## config.mk

```make
export PLATFORM = sky130hd
export DESIGN_NAME = frm_fault_mgr
export DESIGN_NICKNAME = d
export VERILOG_FILES = /design/src/rtl/frm_pkg.sv /design/src/rtl/frm_fault_mgr.sv /design/src/rtl/frm_timer.sv
export SDC_FILE = /design/constraint.sdc
export NUM_CORES = 1
export LEC_CHECK = 0
export BUFFER_PORTS_ARGS = -buffer_cell sky130_fd_sc_hd__clkbuf_2
export CAP_MARGIN = 20
export CORE_MARGIN = 2
export CORE_UTILIZATION = 55
export DETAILED_ROUTE_END_ITERATION = 10
export PLACE_DENSITY_LB_ADDON = 0.25
export REMOVE_ABC_BUFFERS = 1
export SYNTH_ARGS = -nofsm -noshare
export SYNTH_HDL_FRONTEND = slang
export SYNTH_HIERARCHICAL = 1
export SYNTH_SLANG_ARGS = --single-unit
```

## constraint.sdc

```tcl
create_clock -name CORE_CLK_I -period 5.4 [get_ports CORE_CLK_I]
set_input_delay 0.54 -clock CORE_CLK_I [delete_from_list [all_inputs] [get_ports CORE_CLK_I]]
set_output_delay 0.54 -clock CORE_CLK_I [all_outputs]
set_load 0.03 [all_outputs]
```

## src/rtl/frm_pkg.sv

```systemverilog
// Constants, encodings and timing counts for the fault response manager.
// Assumes a 100 MHz core clock; all users import the whole package.
package frm_pkg;
  localparam int CLK_PERIOD_NS = 10;
  localparam int RISE_RES_NS = 10000;
  localparam int RISE_TICK_CYC = (RISE_RES_NS + CLK_PERIOD_NS - 1) / CLK_PERIOD_NS;
  localparam int RETRY_STEP_NS = 1000000;
  localparam int MS_TICK_CYC = RETRY_STEP_NS / CLK_PERIOD_NS;
  localparam int SYNC_LOW_NS = 64000;
  localparam int SYNC_LOW_CYC = SYNC_LOW_NS / CLK_PERIOD_NS;
  localparam int SYNC_HOLD_MS = 120;
  localparam logic [16:0] RETRY_MIN_MS = 17'h00078;
  localparam logic [16:0] RETRY_MAX_MS = 17'h14438;
  localparam int DEGLITCH_CYC = 3;

  localparam logic [8:0] TEMP_NVM_LOCK = 9'h082;
  localparam logic [8:0] TEMP_NVM_UNLOCK = 9'h07d;
  localparam logic [8:0] TEMP_PWM_OFF = 9'h0a0;
  localparam logic [8:0] TEMP_PWM_ON = 9'h096;
  localparam logic [8:0] TEMP_NVM_ADVISE = 9'h055;

  localparam logic [7:0] FAULT_PIN_SHUTDOWN = 8'hc0;
  localparam logic [1:0] RESP_IGNORE = 2'h0;
  localparam logic [1:0] RESP_RETRY = 2'h1;

  localparam int STK_CML = 0;
  localparam int STK_TEMP = 1;
  localparam int STK_BUSY = 2;
  localparam int STK_CH_BASE = 3;
  localparam int STK_N = 7;

  localparam int SW_NOA = 0;
  localparam int SW_CML = 1;
  localparam int SW_TEMP = 2;
  localparam int SW_OFF = 6;
  localparam int SW_BUSY = 7;
  localparam int SW_VOUT = 15;

  localparam int CS_STUCK = 0;
  localparam int CS_NVM_LOCK = 1;
  localparam int CS_PWM_HOT = 2;

  localparam logic [4:0] SYNC_RST_VAL = 5'h1c;

  typedef enum logic [2:0] {
    CMD_NONE = 3'h0,
    CMD_CLEAR = 3'h1,
    CMD_RESTORE = 3'h2,
    CMD_SOFT_RESET = 3'h3,
    CMD_NVM = 3'h4,
    CMD_UNSAFE = 3'h5,
    CMD_PLAIN = 3'h6,
    CMD_INVALID = 3'h7
  } frm_cmd_e;

  typedef enum logic [4:0] {
    ST_OFF = 5'h01,
    ST_RISE = 5'h02,
    ST_ON = 5'h04,
    ST_WAIT = 5'h08,
    ST_LATCH = 5'h10
  } frm_state_e;
endpackage : frm_pkg

```

## src/rtl/frm_fault_mgr.sv

```systemverilog
// Fault response manager: die-temperature lockouts, start-up rise timer,
// shared sync watchdog, per-channel fault responses, status and alert,
// and the bussed fault pins. Pins are sampled through two flops; the
// command, temperature and comparator inputs come from core-clock logic.
`timescale 1ns/1ps
// Notes on behaviour
// - Above 130C refuse memory commands, flag COMM_MEMORY_LOGIC_FAULT
// - Memory commands return only below 125C
// - PWM off above 160C until below 150C
// - No hardware shutdown for timing/external faults
// - Rise timer starts with soft-start, 10us steps
// - Rise timeout applies programmed timeout response
// - Sync low over 64us: hold 120ms, flag
// - Responses: ignore, retry, latch off
// - Retry soft-starts after interval if fault gone
// - Retry interval 120ms to 83s, 1ms steps
// - Latch off stops drive until off-on cycle
// - Run rise clears faults, optionally both channels
// - Clear-faults command clears all fault bits
// - Optional internal deglitch, bus faults unfiltered
// - Summary bit set from upper status nibble
// - Status bit holds alert until cleared
// - Alert released after alert-response address sent
// - Per-bit alert mask, promoted to summaries
// - Unsafe command while enabled sets unmaskable busy
// - Common and pin summaries never drive alert
// - Faults pull bus pin; 0xc0 channels shut down
module frm_fault_mgr
  import frm_pkg::*;
#(
  parameter int NCH = 2,
  parameter int MS_TICK_CYC_P = MS_TICK_CYC,
  parameter int SYNC_LOW_CYC_P = SYNC_LOW_CYC
) (
  input wire logic CORE_CLK_I,
  input wire logic RST_I,
  input wire logic [8:0] DIE_TEMP_I,
  input wire logic CMD_VALID_I,
  input wire logic [2:0] CMD_KIND_I,
  input wire logic ARA_DONE_I,
  input wire logic [STK_N-1:0] STATUS_W1C_I,
  input wire logic [STK_N-1:0] ALERT_MASK_I,
  input wire logic [NCH-1:0] RUN_PIN_I,
  input wire logic GLOBAL_CLR_I,
  input wire logic [NCH-1:0] TON_DELAY_DONE_I,
  input wire logic [15:0] TON_MAX_I,
  input wire logic [NCH-1:0] UV_OK_I,
  input wire logic [NCH-1:0] OC_I,
  input wire logic [NCH-1:0] INT_FAULT_I,
  input wire logic [NCH-1:0] DEGLITCH_EN_I,
  input wire logic [2*NCH-1:0] RESP_MODE_I,
  input wire logic [2*NCH-1:0] TON_RESP_I,
  input wire logic [16:0] RETRY_DELAY_I,
  input wire logic [NCH-1:0] PROPAGATE_MAP_I,
  input wire logic [8*NCH-1:0] FAULT_PIN_RESP_I,
  input wire logic [NCH-1:0] FAULT_BUS_I,
  input wire logic SHARED_SYNC_I,
  output logic [NCH-1:0] FAULT_BUS_O,
  output logic [NCH-1:0] FAULT_BUS_OE_O,
  output logic SHARED_SYNC_O,
  output logic SHARED_SYNC_OE_O,
  output logic [NCH-1:0] PWM_EN_O,
  output logic CMD_ACK_O,
  output logic CMD_NACK_O,
  output logic [7:0] STATUS_BYTE_O,
  output logic [15:0] STATUS_WORD_O,
  output logic [7:0] COMMON_SUMMARY_O,
  output logic ALERT_N_O
);
  localparam int MSW = $clog2(MS_TICK_CYC_P + 1);
  localparam int SLW = $clog2(SYNC_LOW_CYC_P + 1);
  localparam int RTW = $clog2(RISE_TICK_CYC + 1);

  function automatic logic is_clear_cmd(input logic [2:0] k);
    return (k == CMD_CLEAR) || (k == CMD_RESTORE) || (k == CMD_SOFT_RESET);
  endfunction : is_clear_cmd

  function automatic frm_state_e on_fault(input logic [1:0] resp, input frm_state_e stay);
    if (resp == RESP_IGNORE) return stay;
    if (resp == RESP_RETRY) return ST_WAIT;
    return ST_LATCH;
  endfunction : on_fault

  function automatic logic [16:0] clamp_retry(input logic [16:0] v);
    if (v < RETRY_MIN_MS) return RETRY_MIN_MS;
    if (v > RETRY_MAX_MS) return RETRY_MAX_MS;
    return v;
  endfunction : clamp_retry

  // Pin synchronisers: run pins, shared sync line and fault bus
  localparam int SYW = 2 * NCH + 1;
  logic [SYW-1:0] sy1_q;
  logic [SYW-1:0] sy2_q;
  logic [NCH-1:0] run_d_q;
  logic [NCH-1:0] run_s;
  logic [NCH-1:0] bus_s;
  logic sync_s;
  logic [NCH-1:0] run_rise;

  always_ff @(posedge CORE_CLK_I) begin
    if (RST_I) begin
      sy1_q <= SYW'(SYNC_RST_VAL);
      sy2_q <= SYW'(SYNC_RST_VAL);
      run_d_q <= '0;
    end else begin
      sy1_q <= {FAULT_BUS_I, SHARED_SYNC_I, RUN_PIN_I};
      sy2_q <= sy1_q;
      run_d_q <= run_s;
    end
  end

  assign run_s = sy2_q[NCH-1:0];
  assign sync_s = sy2_q[NCH];
  assign bus_s = sy2_q[SYW-1:NCH+1];
  assign run_rise = run_s & ~run_d_q;

  // Tick generators
  logic [MSW-1:0] ms_cnt_q;
  logic [RTW-1:0] rt_cnt_q;
  logic ms_tick;
  logic rise_tick;

  always_ff @(posedge CORE_CLK_I) begin
    if (RST_I) begin
      ms_cnt_q <= '0;
      rt_cnt_q <= '0;
    end else begin
      ms_cnt_q <= ms_tick ? '0 : ms_cnt_q + MSW'(1);
      rt_cnt_q <= rise_tick ? '0 : rt_cnt_q + RTW'(1);
    end
  end

  assign ms_tick = (ms_cnt_q == MSW'(MS_TICK_CYC_P - 1));
  assign rise_tick = (rt_cnt_q == RTW'(RISE_TICK_CYC - 1));

  // Die temperature hysteresis
  logic nvm_lock_q;
  logic pwm_hot_q;
  logic temp_ev;

  always_ff @(posedge CORE_CLK_I) begin
    if (RST_I) begin
      nvm_lock_q <= 1'b0;
      pwm_hot_q <= 1'b0;
    end else begin
      if (DIE_TEMP_I > TEMP_NVM_LOCK) begin
        nvm_lock_q <= 1'b1;
      end else if (DIE_TEMP_I < TEMP_NVM_UNLOCK) begin
        nvm_lock_q <= 1'b0;
      end
      if (DIE_TEMP_I > TEMP_PWM_OFF) begin
        pwm_hot_q <= 1'b1;
      end else if (DIE_TEMP_I < TEMP_PWM_ON) begin
        pwm_hot_q <= 1'b0;
      end
    end
  end

  assign temp_ev = ((DIE_TEMP_I > TEMP_NVM_LOCK) && !nvm_lock_q) ||
                   ((DIE_TEMP_I > TEMP_PWM_OFF) && !pwm_hot_q);

  // Command screening
  logic clear_all;
  logic cmd_cml;
  logic cmd_busy;
  logic [NCH-1:0] ch_enabled;

  assign clear_all = CMD_VALID_I && is_clear_cmd(CMD_KIND_I);
  assign cmd_cml = CMD_VALID_I && ((CMD_KIND_I == CMD_INVALID) ||
                   ((CMD_KIND_I == CMD_NVM) && nvm_lock_q));
  assign cmd_busy = CMD_VALID_I && (CMD_KIND_I == CMD_UNSAFE) && (|ch_enabled);

  always_ff @(posedge CORE_CLK_I) begin
    if (RST_I) begin
      CMD_ACK_O <= 1'b0;
      CMD_NACK_O <= 1'b0;
    end else begin
      CMD_NACK_O <= cmd_cml || cmd_busy;
      CMD_ACK_O <= CMD_VALID_I && !cmd_cml && !cmd_busy;
    end
  end

  // Shared sync line watchdog
  logic [SLW-1:0] low_cnt_q;
  logic [7:0] hold_q;
  logic sync_oe_q;
  logic stuck_q;
  logic wd_trip;

  assign wd_trip = !sync_oe_q && !sync_s && (low_cnt_q == SLW'(SYNC_LOW_CYC_P));

  always_ff @(posedge CORE_CLK_I) begin
    if (RST_I) begin
      low_cnt_q <= '0;
      hold_q <= '0;
      sync_oe_q <= 1'b0;
    end else begin
      if (sync_oe_q || sync_s) begin
        low_cnt_q <= '0;
      end else if (!wd_trip) begin
        low_cnt_q <= low_cnt_q + SLW'(1);
      end
      if (wd_trip) begin
        // One extra tick so the hold is never shorter than the full time
        hold_q <= 8'(SYNC_HOLD_MS + 1);
        sync_oe_q <= 1'b1;
      end else if (sync_oe_q && ms_tick) begin
        hold_q <= hold_q - 8'h01;
        if (hold_q == 8'h01) begin
          sync_oe_q <= 1'b0;
        end
      end
    end
  end

  always_ff @(posedge CORE_CLK_I) begin
    if (RST_I) begin
      stuck_q <= 1'b0;
    end else begin
      stuck_q <= wd_trip || (stuck_q && !clear_all);
    end
  end

  // Per-channel fault response
  logic [NCH-1:0] ch_run;
  logic [NCH-1:0] pin_drv;
  logic [NCH-1:0] bus_shut;
  logic [NCH-1:0] flt_ev;
  logic [NCH-1:0] ton_ev;
  logic [NCH-1:0] ch_clr;
  logic [STK_N-1:0] stk_q;

  genvar c;
  generate
    for (c = 0; c < NCH; c++) begin : g_ch
      frm_state_e st_q;
      frm_state_e st_d;
      logic [DEGLITCH_CYC-1:0] dg_q;
      logic flt;
      logic rise_ld;
      logic rise_done;
      logic retry_ld;
      logic retry_done;
      logic timeout;
      logic pin_hold_q;
      logic [1:0] resp;
      logic [1:0] ton_resp;

      assign resp = RESP_MODE_I[2*c +: 2];
      assign ton_resp = TON_RESP_I[2*c +: 2];

      always_ff @(posedge CORE_CLK_I) begin
        if (RST_I) begin
          dg_q <= '0;
        end else begin
          dg_q <= {dg_q[DEGLITCH_CYC-2:0], INT_FAULT_I[c]};
        end
      end

      // Deglitch costs latency, so it is left to software per channel
      assign flt = DEGLITCH_EN_I[c] ? &dg_q : INT_FAULT_I[c];
      assign timeout = rise_done && (!UV_OK_I[c] || OC_I[c]);

      always_comb begin
        st_d = st_q;
        rise_ld = 1'b0;
        retry_ld = 1'b0;
        unique case (st_q)
          ST_OFF: begin
            if (TON_DELAY_DONE_I[c]) begin
              st_d = ST_RISE;
              rise_ld = 1'b1;
            end
          end
          ST_RISE: begin
            if (flt) begin
              st_d = on_fault(resp, ST_RISE);
            end else if (timeout) begin
              st_d = on_fault(ton_resp, ST_ON);
            end else if (UV_OK_I[c] && !OC_I[c]) begin
              st_d = ST_ON;
            end
          end
          ST_ON: begin
            if (flt) begin
              st_d = on_fault(resp, ST_ON);
            end
          end
          ST_WAIT: begin
            if (retry_done && !flt) begin
              st_d = ST_RISE;
              rise_ld = 1'b1;
            end else if (retry_done) begin
              retry_ld = 1'b1;
            end
          end
          ST_LATCH: begin
            st_d = ST_LATCH;
          end
        endcase
        if (st_d == ST_WAIT && st_q != ST_WAIT) begin
          retry_ld = 1'b1;
        end
        if (!run_s[c]) begin
          st_d = ST_OFF;
          rise_ld = 1'b0;
          retry_ld = 1'b0;
        end
      end

      always_ff @(posedge CORE_CLK_I) begin
        if (RST_I) begin
          st_q <= ST_OFF;
        end else begin
          st_q <= st_d;
        end
      end

      always_ff @(posedge CORE_CLK_I) begin
        if (RST_I) begin
          pin_hold_q <= 1'b0;
        end else if (st_d == ST_LATCH && st_q != ST_LATCH) begin
          pin_hold_q <= 1'b1;
        end else if (clear_all || ch_clr[c] || |STATUS_W1C_I[STK_CH_BASE+2*c +: 2]) begin
          pin_hold_q <= 1'b0;
        end
      end

      frm_timer #(.W(16)) u_rise (
        .clk_i(CORE_CLK_I),
        .rst_i(RST_I),
        .load_i(rise_ld),
        .stop_i(st_q != ST_RISE),
        .tick_i(rise_tick),
        .val_i(TON_MAX_I),
        .done_o(rise_done)
      );

      // Interval steps on a free 1 ms tick, so it may end up to 1 ms early
      frm_timer #(.W(17)) u_retry (
        .clk_i(CORE_CLK_I),
        .rst_i(RST_I),
        .load_i(retry_ld),
        .stop_i(st_q != ST_WAIT),
        .tick_i(ms_tick),
        .val_i(clamp_retry(RETRY_DELAY_I)),
        .done_o(retry_done)
      );

      assign ch_run[c] = (st_q == ST_RISE) || (st_q == ST_ON);
      assign ch_enabled[c] = (st_q != ST_OFF);
      assign pin_drv[c] = PROPAGATE_MAP_I[c] && ((st_q == ST_WAIT) || pin_hold_q);
      // Bus faults act only through the programmed pin response
      assign bus_shut[c] = !bus_s[c] &&
                           (FAULT_PIN_RESP_I[8*c +: 8] == FAULT_PIN_SHUTDOWN);
      assign flt_ev[c] = flt && ch_enabled[c];
      assign ton_ev[c] = timeout && (st_q == ST_RISE);
      assign ch_clr[c] = run_rise[c] || (GLOBAL_CLR_I && |run_rise);
    end
  endgenerate

  always_ff @(posedge CORE_CLK_I) begin
    if (RST_I) begin
      PWM_EN_O <= '0;
      FAULT_BUS_OE_O <= '0;
      FAULT_BUS_O <= '0;
      SHARED_SYNC_OE_O <= 1'b0;
      SHARED_SYNC_O <= 1'b0;
    end else begin
      PWM_EN_O <= ch_run & ~bus_shut & {NCH{!pwm_hot_q}};
      FAULT_BUS_OE_O <= pin_drv;
      FAULT_BUS_O <= '0;
      SHARED_SYNC_OE_O <= sync_oe_q;
      SHARED_SYNC_O <= 1'b0;
    end
  end

  // Sticky status bits, set wins over clear
  logic [STK_N-1:0] set_v;
  logic [STK_N-1:0] clr_v;
  logic [STK_N-1:0] new_set;
  logic [STK_N-1:0] mask_eff;
  logic alert_clr;
  logic alert_q;

  always_comb begin
    set_v = '0;
    clr_v = STATUS_W1C_I | {STK_N{clear_all}};
    set_v[STK_CML] = cmd_cml;
    set_v[STK_TEMP] = temp_ev;
    set_v[STK_BUSY] = cmd_busy;
    for (int i = 0; i < NCH; i++) begin
      set_v[STK_CH_BASE + 2*i] = flt_ev[i];
      set_v[STK_CH_BASE + 2*i + 1] = ton_ev[i];
      clr_v[STK_CH_BASE + 2*i] = clr_v[STK_CH_BASE + 2*i] | ch_clr[i];
      clr_v[STK_CH_BASE + 2*i + 1] = clr_v[STK_CH_BASE + 2*i + 1] | ch_clr[i];
    end
    mask_eff = ALERT_MASK_I;
    mask_eff[STK_BUSY] = 1'b0;
  end

  assign new_set = set_v & ~stk_q;
  assign alert_clr = clear_all || (|STATUS_W1C_I) || ARA_DONE_I || (|run_rise);

  always_ff @(posedge CORE_CLK_I) begin
    if (RST_I) begin
      stk_q <= '0;
      alert_q <= 1'b0;
    end else begin
      stk_q <= (stk_q & ~clr_v) | set_v;
      // Per-bit mask also masks the summary bit once all its sources are masked
      alert_q <= (|(new_set & ~mask_eff)) || (alert_q && !alert_clr);
    end
  end

  logic [15:0] word_d;

  always_comb begin
    word_d = '0;
    word_d[SW_CML] = stk_q[STK_CML];
    word_d[SW_TEMP] = stk_q[STK_TEMP];
    word_d[SW_BUSY] = stk_q[STK_BUSY];
    word_d[SW_OFF] = |(~PWM_EN_O);
    word_d[SW_VOUT] = |stk_q[STK_N-1:STK_CH_BASE];
    word_d[SW_NOA] = |word_d[15:12];
  end

  always_ff @(posedge CORE_CLK_I) begin
    if (RST_I) begin
      STATUS_WORD_O <= '0;
      STATUS_BYTE_O <= '0;
      COMMON_SUMMARY_O <= '0;
      ALERT_N_O <= 1'b1;
    end else begin
      STATUS_WORD_O <= word_d;
      STATUS_BYTE_O <= word_d[7:0];
      // Summary flags are informative only and stay out of the alert path
      COMMON_SUMMARY_O <= {5'h00, pwm_hot_q, nvm_lock_q, stuck_q};
      ALERT_N_O <= !alert_q;
    end
  end
endmodule : frm_fault_mgr

```

## src/rtl/frm_timer.sv

```systemverilog
// One-shot down counter advanced by an external tick strobe.
// Assumes tick_i is a one-cycle strobe from the same clock domain.
`timescale 1ns/1ps
module frm_timer #(
  parameter int W = 16
) (
  input wire logic clk_i,
  input wire logic rst_i,
  input wire logic load_i,
  input wire logic stop_i,
  input wire logic tick_i,
  input wire logic [W-1:0] val_i,
  output logic done_o
);
  logic [W-1:0] cnt_q;
  logic arm_q;
  logic done_q;

  always_ff @(posedge clk_i) begin
    if (rst_i) begin
      cnt_q <= '0;
      arm_q <= 1'b0;
      done_q <= 1'b0;
    end else begin
      done_q <= 1'b0;
      if (load_i) begin
        cnt_q <= val_i;
        arm_q <= 1'b1;
      end else if (stop_i) begin
        arm_q <= 1'b0;
      end else if (arm_q && tick_i) begin
        if (cnt_q <= W'(1)) begin
          arm_q <= 1'b0;
          done_q <= 1'b1;
        end else begin
          cnt_q <= cnt_q - W'(1);
        end
      end
    end
  end

  assign done_o = done_q;
endmodule : frm_timer

```

* Yosys cells after proc, flatten, opt, wreduce, memory -nomap -nowiden
Cells that the tools add are included.
** Word-level totals
- Flip-flop bits (word level) :: 204
- Input bits :: 105
- Output and inout bits :: 43
- Logic and storage cells :: 412
** Operators by class
- Add/sub/neg operators :: 8
- Order comparisons :: 10
- Equality and inequality tests :: 46
- Mux-type cells :: 156
- Bitwise logic cells :: 22
- Reduce and logical (&&, ||, !) cells :: 126
** Operator list (count)
- $mux 17 :: 12
- $mux 5 :: 38
- $mux 16 :: 8
- $mux 1 :: 92
- $pmux 5 s5 :: 2
- $logic_and 1x1->1 :: 37
- $le 17x1->1 const B :: 2
- $sub 17x1->17 const B :: 2
- $le 16x1->1 const B :: 2
- $sub 16x1->16 const B :: 2
- $reduce_bool 3->1 :: 8
- $logic_or 1x1->1 :: 23
- $and 7x7->7 :: 3
- $not 7->7 :: 3
- $eq 5x4->1 const B :: 4
- $eq 5x5->1 const B :: 4
- $reduce_bool 2->1 :: 10
- $reduce_or 4->1 :: 5
- $gt 9x8->1 const B :: 2
- $reduce_and 3->1 :: 6
- $reduce_or 2->1 :: 9
- $add 17x1->17 const B :: 1
- $eq 17x17->1 const B :: 1
- $gt 17x17->1 const B :: 1
- other kinds (33) :: 91

* Logic depth before layout (Yosys ltp)
- Word-level depth :: 21
- Depth in mapped cells :: 12
- Mapped depth without buffers :: 9

* Modules after synthesis
Netlist, hierarchy kept.
** By module, submodules not included
- frm_fault_mgr :: times used 1, cells each 623, area an instance 5275.1 um2, seq. area each 2122.0 um2
- frm_timer (g_ch[0].u_rise ...) :: times used 2, cells each 148, area an instance 1276.2 um2, seq. area each 360.3 um2
- frm_timer (g_ch[0].u_retry ...) :: times used 2, cells each 140, area an instance 1206.2 um2, seq. area each 380.4 um2

* Least setup slack after synthesis
Ideal clock, no wire load.
- Path kind :: register to register
- Start point :: register g_ch[1].st_q[3]
- End point :: register g_ch[1].u_retry.cnt_q[13]
- Setup time :: 95 ps
- Arrival time :: 2886 ps
- Required time :: 5305 ps
- Setup slack :: 2419 ps
- Cell stages (with the launch flop) :: 12
- Buffers on the path :: 3
- Clock period less this slack :: 2981 ps
- Path through :: dfxtp_1 > buf_12 > or3_1 > nor2_1 > mux2_2 > a32o_1 > a2111oi_2 > a31o_1 > clkbuf_1 > clkbuf_1 > nor2_1 > a221oi_1
** On the way
- Word-level cells in the longest chain between the ends :: 10
- Elaborated cells between the ends (all ways) :: 23
- Classes of those cells :: eq/ne (9); mux (11); reduce/logical (3)
** Ends and longest elaborated chain
- from (decl) :: line frm_fault_mgr.sv:236 : frm_state_e st_q;
- from (signal assigned) :: line frm_fault_mgr.sv:315 : st_q <= st_d;
- $mux 5 :: line frm_fault_mgr.sv:280 : end else if (UV_OK_I[c] && !OC_I[c]) begin
- $mux 5 :: line frm_fault_mgr.sv:278 : end else if (timeout) begin
- $mux 5 :: line frm_fault_mgr.sv:276 : if (flt) begin
- $pmux 5 s5 :: line frm_fault_mgr.sv:268 : unique case (st_q)
- $eq 5x4->1 :: line frm_fault_mgr.sv:301 : if (st_d == ST_WAIT && st_q != ST_WAIT) begin
- $logic_and 1x1->1 :: line frm_fault_mgr.sv:301
- $mux 1 (*) :: line frm_fault_mgr.sv:301
- $mux 1 (*) :: line frm_fault_mgr.sv:304 : if (!run_s[c]) begin
- net g_ch[1].retry_ld :: line frm_fault_mgr.sv:242 : logic retry_ld;
- $ne 2x2->1 (no source line) or $reduce_bool 2->1 (tied branches)
- $reduce_and 3->1 (no source line)
- to (signal assigned) :: line frm_timer.sv:27 : cnt_q <= val_i;
- to (signal assigned) :: line frm_timer.sv:36 : cnt_q <= cnt_q - W'(1);
- to (decl) :: line frm_timer.sv:15 : logic [W-1:0] cnt_q;
Mark *: on every way through the listed nets, which the timed path passes. The rest lies on a longest branch.
A chain may end at the register's enable or synchronous reset.

* Worst setup path after layout
- Start point :: register g_ch[0].st_q[4]
- End point :: register g_ch[0].u_rise.cnt_q[5]
** On the way
- Word-level cells in the longest chain between the ends :: 5
- Elaborated cells between the ends (all ways) :: 10
- Classes of those cells :: eq/ne (5); mux (3); reduce/logical (2)
** Ends and longest elaborated chain
- from (decl) :: line frm_fault_mgr.sv:236
- from (signal assigned) :: line frm_fault_mgr.sv:315
- $eq 5x4->1 or $eq 5x1->1 (tied branches) :: line frm_fault_mgr.sv:268
- $pmux 1 s2 (*) :: line frm_fault_mgr.sv:268
- $mux 1 (*) :: line frm_fault_mgr.sv:304
- net g_ch[0].rise_ld :: line frm_fault_mgr.sv:240 : logic rise_ld;
- $ne 2x2->1 (no source line) or $reduce_bool 2->1 (tied branches)
- $reduce_and 3->1 (no source line)
- to (signal assigned) :: line frm_timer.sv:27
- to (signal assigned) :: line frm_timer.sv:36
- to (decl) :: line frm_timer.sv:15
Marks and branches as above.

==> reports/metrics.csv <==
metric,value,unit
status,"complete, no violations",
I/O pin cnt,148,
final net count,1404,
Layout Area Growth over Synthesis,10.59,%
Final Critical Period,3.538,ns
pin count of the biggest net entering global routing,82,
Clock Tree Root,clkbuf_16,
Synth Area per Inst,8.540,um^2
met2 WL,10.88,mm
Worst Hold Launch,FAULT_BUS_I[0],
f_max,0.2827,GHz
grt ovf,0,
H-tree levels,4,
CP peak stage delay,0.75,ns
Async SR Flop Fraction,0,%
post-layout total power,2884,uW
initial antenna violation count,1,
Post-synth EDFFs,0,
vias in the first global route,8102,
WL met1,11.09,mm
drt via density,5.848,
Yosys cell types,88,
Most used DFF post-synth,dfxtp_1,
Reg-to-Reg End,g_ch[0].u_rise/cnt_q[5],
Synth Cell Area,10240,um^2
drt wl/cell,15.34,um
Tot GR Track Use,23.87,%
Slew @ Worst Pin,0.8762,ns
DRT iter0 DRCs,572,
CTS max path bufs,2,
Num CTS Buffers,17,
cts hold-fix bufs,0,
FP Rows,49,
DR top layer,met4,
via count,8935,
post-synthesis sequential area ratio,35.19,%
FF-to-FF Start,g_ch[0].st_q[4],
initial core utilization,56.62,%
CP required,5.72,ns
Rel. slew slack,41.59,%
DRC viols,0,
Final Setup Violations,0,
share of cells above drive strength 1,18.03,%
total core area,18090,um^2
Critical Path End Type,flop,
Post-Synthesis Cells,1199,
Clock transition at path regs,0.07,ns
Setup CP Type,reg -> reg,
Final Max Slew Viols,0,
Worst-Skew Late Latency,0.44,ns
Hold Crit Class,in -> reg,
Antenna Nets Post-Route,0,
post-cts sizing count,0,
routability cong.,0.9314,
#FFs+latches synth,180,
Buffers & Inverters on Critical Path,1,
fin area,11320,um^2
Die X,140.4,um
dpl hpwl,17.13,mm
Post-Route WL,23.45,mm
CP most frequent cell,a2111oi_0,
Die Area,19720,um^2
"critical path, cell by cell",nor3_1 -> and3b_1 -> nand3_1 -> o21ai_0 -> and2_1 -> clkinv_1 -> nand2_1 -> a2111oi_0 -> a2111oi_0,
met3 wire length,1.148,mm
drt pass-1 iters,5,
crit path DAT,3.86,ns
# fillers,1609,
setup TNS,0,ns
clk sinks,180,
unrepaired setup endpoints after global routing,false,
Synth warnings,6,
leakage power,0.004577,uW
Hold Path Sink,sy1_q[3],
R2R setup slack,1.86,ns
max-cap violation count,0,
die height,140.4,um
Post-CTS Setup Bufs,0,
final hold viol count,0,
IO buf count,125,
"CP delay by family, top",simple AND/OR/NAND/NOR gates,
VDD IR max,0.2366,mV
worst hold stages,2,
CTS tree,done,
placed inst area,10730,um^2
Worst Setup Start Kind,flop,
final worst-path cycle share,65.52,%
PwrDens,254.7,nW/um^2
first-pass GRT wire length,38.85,mm
crit path max fanout,23,
Layout Skew,0.01015,ns
"Slowest-stage cell, CP",clkinv_1,
worst reg2reg path depth,9,
## area by class of cell
type	count	area, um^2	share of cell area [%]
Antenna cell	1	2.502	0.02210
Clock buffer	19	452.9	4.000
Clock inverter	13	123.9	1.094
Inverter	74	277.8	2.453
Multi-Input combinational cell	882	5892	52.03
Sequential cell	180	3603	31.82
Tap cell	229	286.5	2.530
Timing Repair Buffer	130	685.7	6.055
## cell usage after synthesis, types with 6 or more instances
cell type / instances / area, um^2
o31ai_1: 7 / 52.55
a2111oi_2: 13 / 195.2
a21o_1: 6 / 45.04
o211ai_1: 17 / 127.6
nor4_1: 28 / 175.2
buf_6: 13 / 146.4
ha_1: 14 / 175.2
inv_1: 72 / 270.3
and4b_1: 7 / 70.07
o21a_1: 27 / 202.7
or2_2: 14 / 87.58
nor4b_1: 8 / 70.07
a221oi_1: 7 / 61.31
nand2_1: 61 / 229.0
and2_1: 17 / 106.4
nand4_1: 22 / 137.6
a2111oi_0: 12 / 105.1
o41ai_1: 9 / 78.83
nor3b_1: 6 / 45.04
nand3_1: 38 / 190.2
nand4b_1: 9 / 78.83
nor4_4: 6 / 127.6
nand2b_1: 20 / 125.1
or3_1: 19 / 118.9
and3_1: 14 / 87.58
o21ai_0: 24 / 120.1
a31oi_1: 10 / 62.56
buf_4: 31 / 232.7
xor2_1: 42 / 367.9
a211o_2: 6 / 60.06
a211oi_1: 10 / 75.07
or4_1: 6 / 45.04
nand3b_1: 12 / 90.09
dfxtp_1: 180 / 3603
xnor2_1: 17 / 148.9
clkbuf_1: 33 / 123.9
nor2_1: 114 / 427.9
nor3_1: 47 / 235.2
a311oi_1: 11 / 96.34
a21oi_1: 65 / 325.3
nor2b_1: 31 / 193.9
## per-layer routing
| metal | vias up | track usage, % |
|---|---|---|
| met5 | - | 0 |
| met4 | 0 | 6.964 |
| met3 | 23 | 3.624 |
| met2 | 264 | 39.73 |
| met1 | 4136 | 32.20 |
| li1 | 4512 | - |
## power breakdown
| part | internal (uW) | leakage [uW] | switching, uW |
|---|---|---|---|
| logic | 101 | 0.00283 | 183 |
| clock network | 639 | 0.000287 | 587 |
| registers | 1350 | 0.00146 | 23.4 |
## registers in the layout, indices dropped and copies added (netlist names), 3 cells and up
signal              flops
g_ch.u_rise/cnt_q      32
sy2_q                   5
stk_q                   7
rt_cnt_q               10
STATUS_BYTE_O           4
hold_q                  8
sy1_q                   5
low_cnt_q              13
COMMON_SUMMARY_O        3
g_ch.dg_q               6
g_ch.u_retry/cnt_q     34
ms_cnt_q               17
g_ch.st_q              10
## cell usage in the layout (no fill, tap or decap), types with 9 or more instances in the layout
| cell type | Yosys | routed |
|---|---|---|
| dfxtp_1 | 180 | 180 |
| clkbuf_2 | 0 | 124 |
| nor2_1 | 114 | 114 |
| inv_1 | 72 | 72 |
| a21oi_1 | 65 | 65 |
| nand2_1 | 61 | 61 |
| nor3_1 | 47 | 47 |
| xor2_1 | 42 | 42 |
| nand3_1 | 38 | 38 |
| nor2b_1 | 31 | 31 |
| nor4_1 | 28 | 28 |
| o21a_1 | 27 | 27 |
| o21ai_0 | 24 | 24 |
| nand4_1 | 22 | 22 |
| conb_1 | 1 | 21 |
| nand2b_1 | 20 | 20 |
| or3_1 | 19 | 19 |
| and2_1 | 17 | 17 |
| xnor2_1 | 17 | 17 |
| o211ai_1 | 17 | 17 |
| clkbuf_16 | 0 | 17 |
| and3_1 | 14 | 14 |
| or2_2 | 14 | 14 |
| ha_1 | 14 | 14 |
| a2111oi_2 | 13 | 13 |
| nand3b_1 | 12 | 12 |
| a2111oi_0 | 12 | 12 |
| a311oi_1 | 11 | 11 |
| a211oi_1 | 10 | 10 |
| a31oi_1 | 10 | 10 |
| nand4b_1 | 9 | 9 |
| o41ai_1 | 9 | 9 |
## cells by family (layout without fill, tap and decap cells)
kind of cell | count (synthesis) | after routing | synth area share [%]
AO/OA/AOI/OAI | 267 | 267 | 19.92
XOR/XNOR | 60 | 60 | 5.205
adder cells (fa/ha/maj) | 14 | 14 | 1.711
buffers and inverters | 157 | 236 | 8.138
flip-flops | 180 | 180 | 35.19
multiplexers | 5 | 5 | 0.5010
other | 1 | 22 | 0.03662
AND/OR/NAND/NOR | 515 | 515 | 29.30
## worst max path at each step
stage,from,endpoint,slack [ns],depth (start not counted)
floorplan,g_ch[0].st_q[1],g_ch[0].u_retry/cnt_q[6],0.99,8
global placement,OC_I[0],g_ch[0].u_retry/cnt_q[13],2.00,10
detailed placement,DEGLITCH_EN_I[0],g_ch[0].u_rise/cnt_q[5],1.93,10
CTS,g_ch[0].st_q[4],g_ch[0].u_rise/cnt_q[5],1.89,9
global route,g_ch[0].st_q[2],g_ch[0].u_rise/cnt_q[5],1.49,9
finish,g_ch[0].st_q[4],g_ch[0].u_rise/cnt_q[5],1.86,9
## metrics by stage
| stage | instances | setup WS, ns | hold slack (ns) | utilization (%) |
|---|---|---|---|---|
| after global routing | 1528 | 1.494 | 0.2723 | 62.61 |
| after CTS | 1526 | 1.888 | 0.2668 | 62.52 |
| after floorplan | 1136 | 0.9923 | 0.3649 | - |
| after detailed placement | 1494 | 1.927 | 0.3740 | 59.33 |
| final | 1528 | 1.862 | 0.2799 | 62.61 |
| after global placement | 1494 | 1.999 | 0.3764 | 59.33 |
Note: power is estimated with default switching activity, not from simulation.
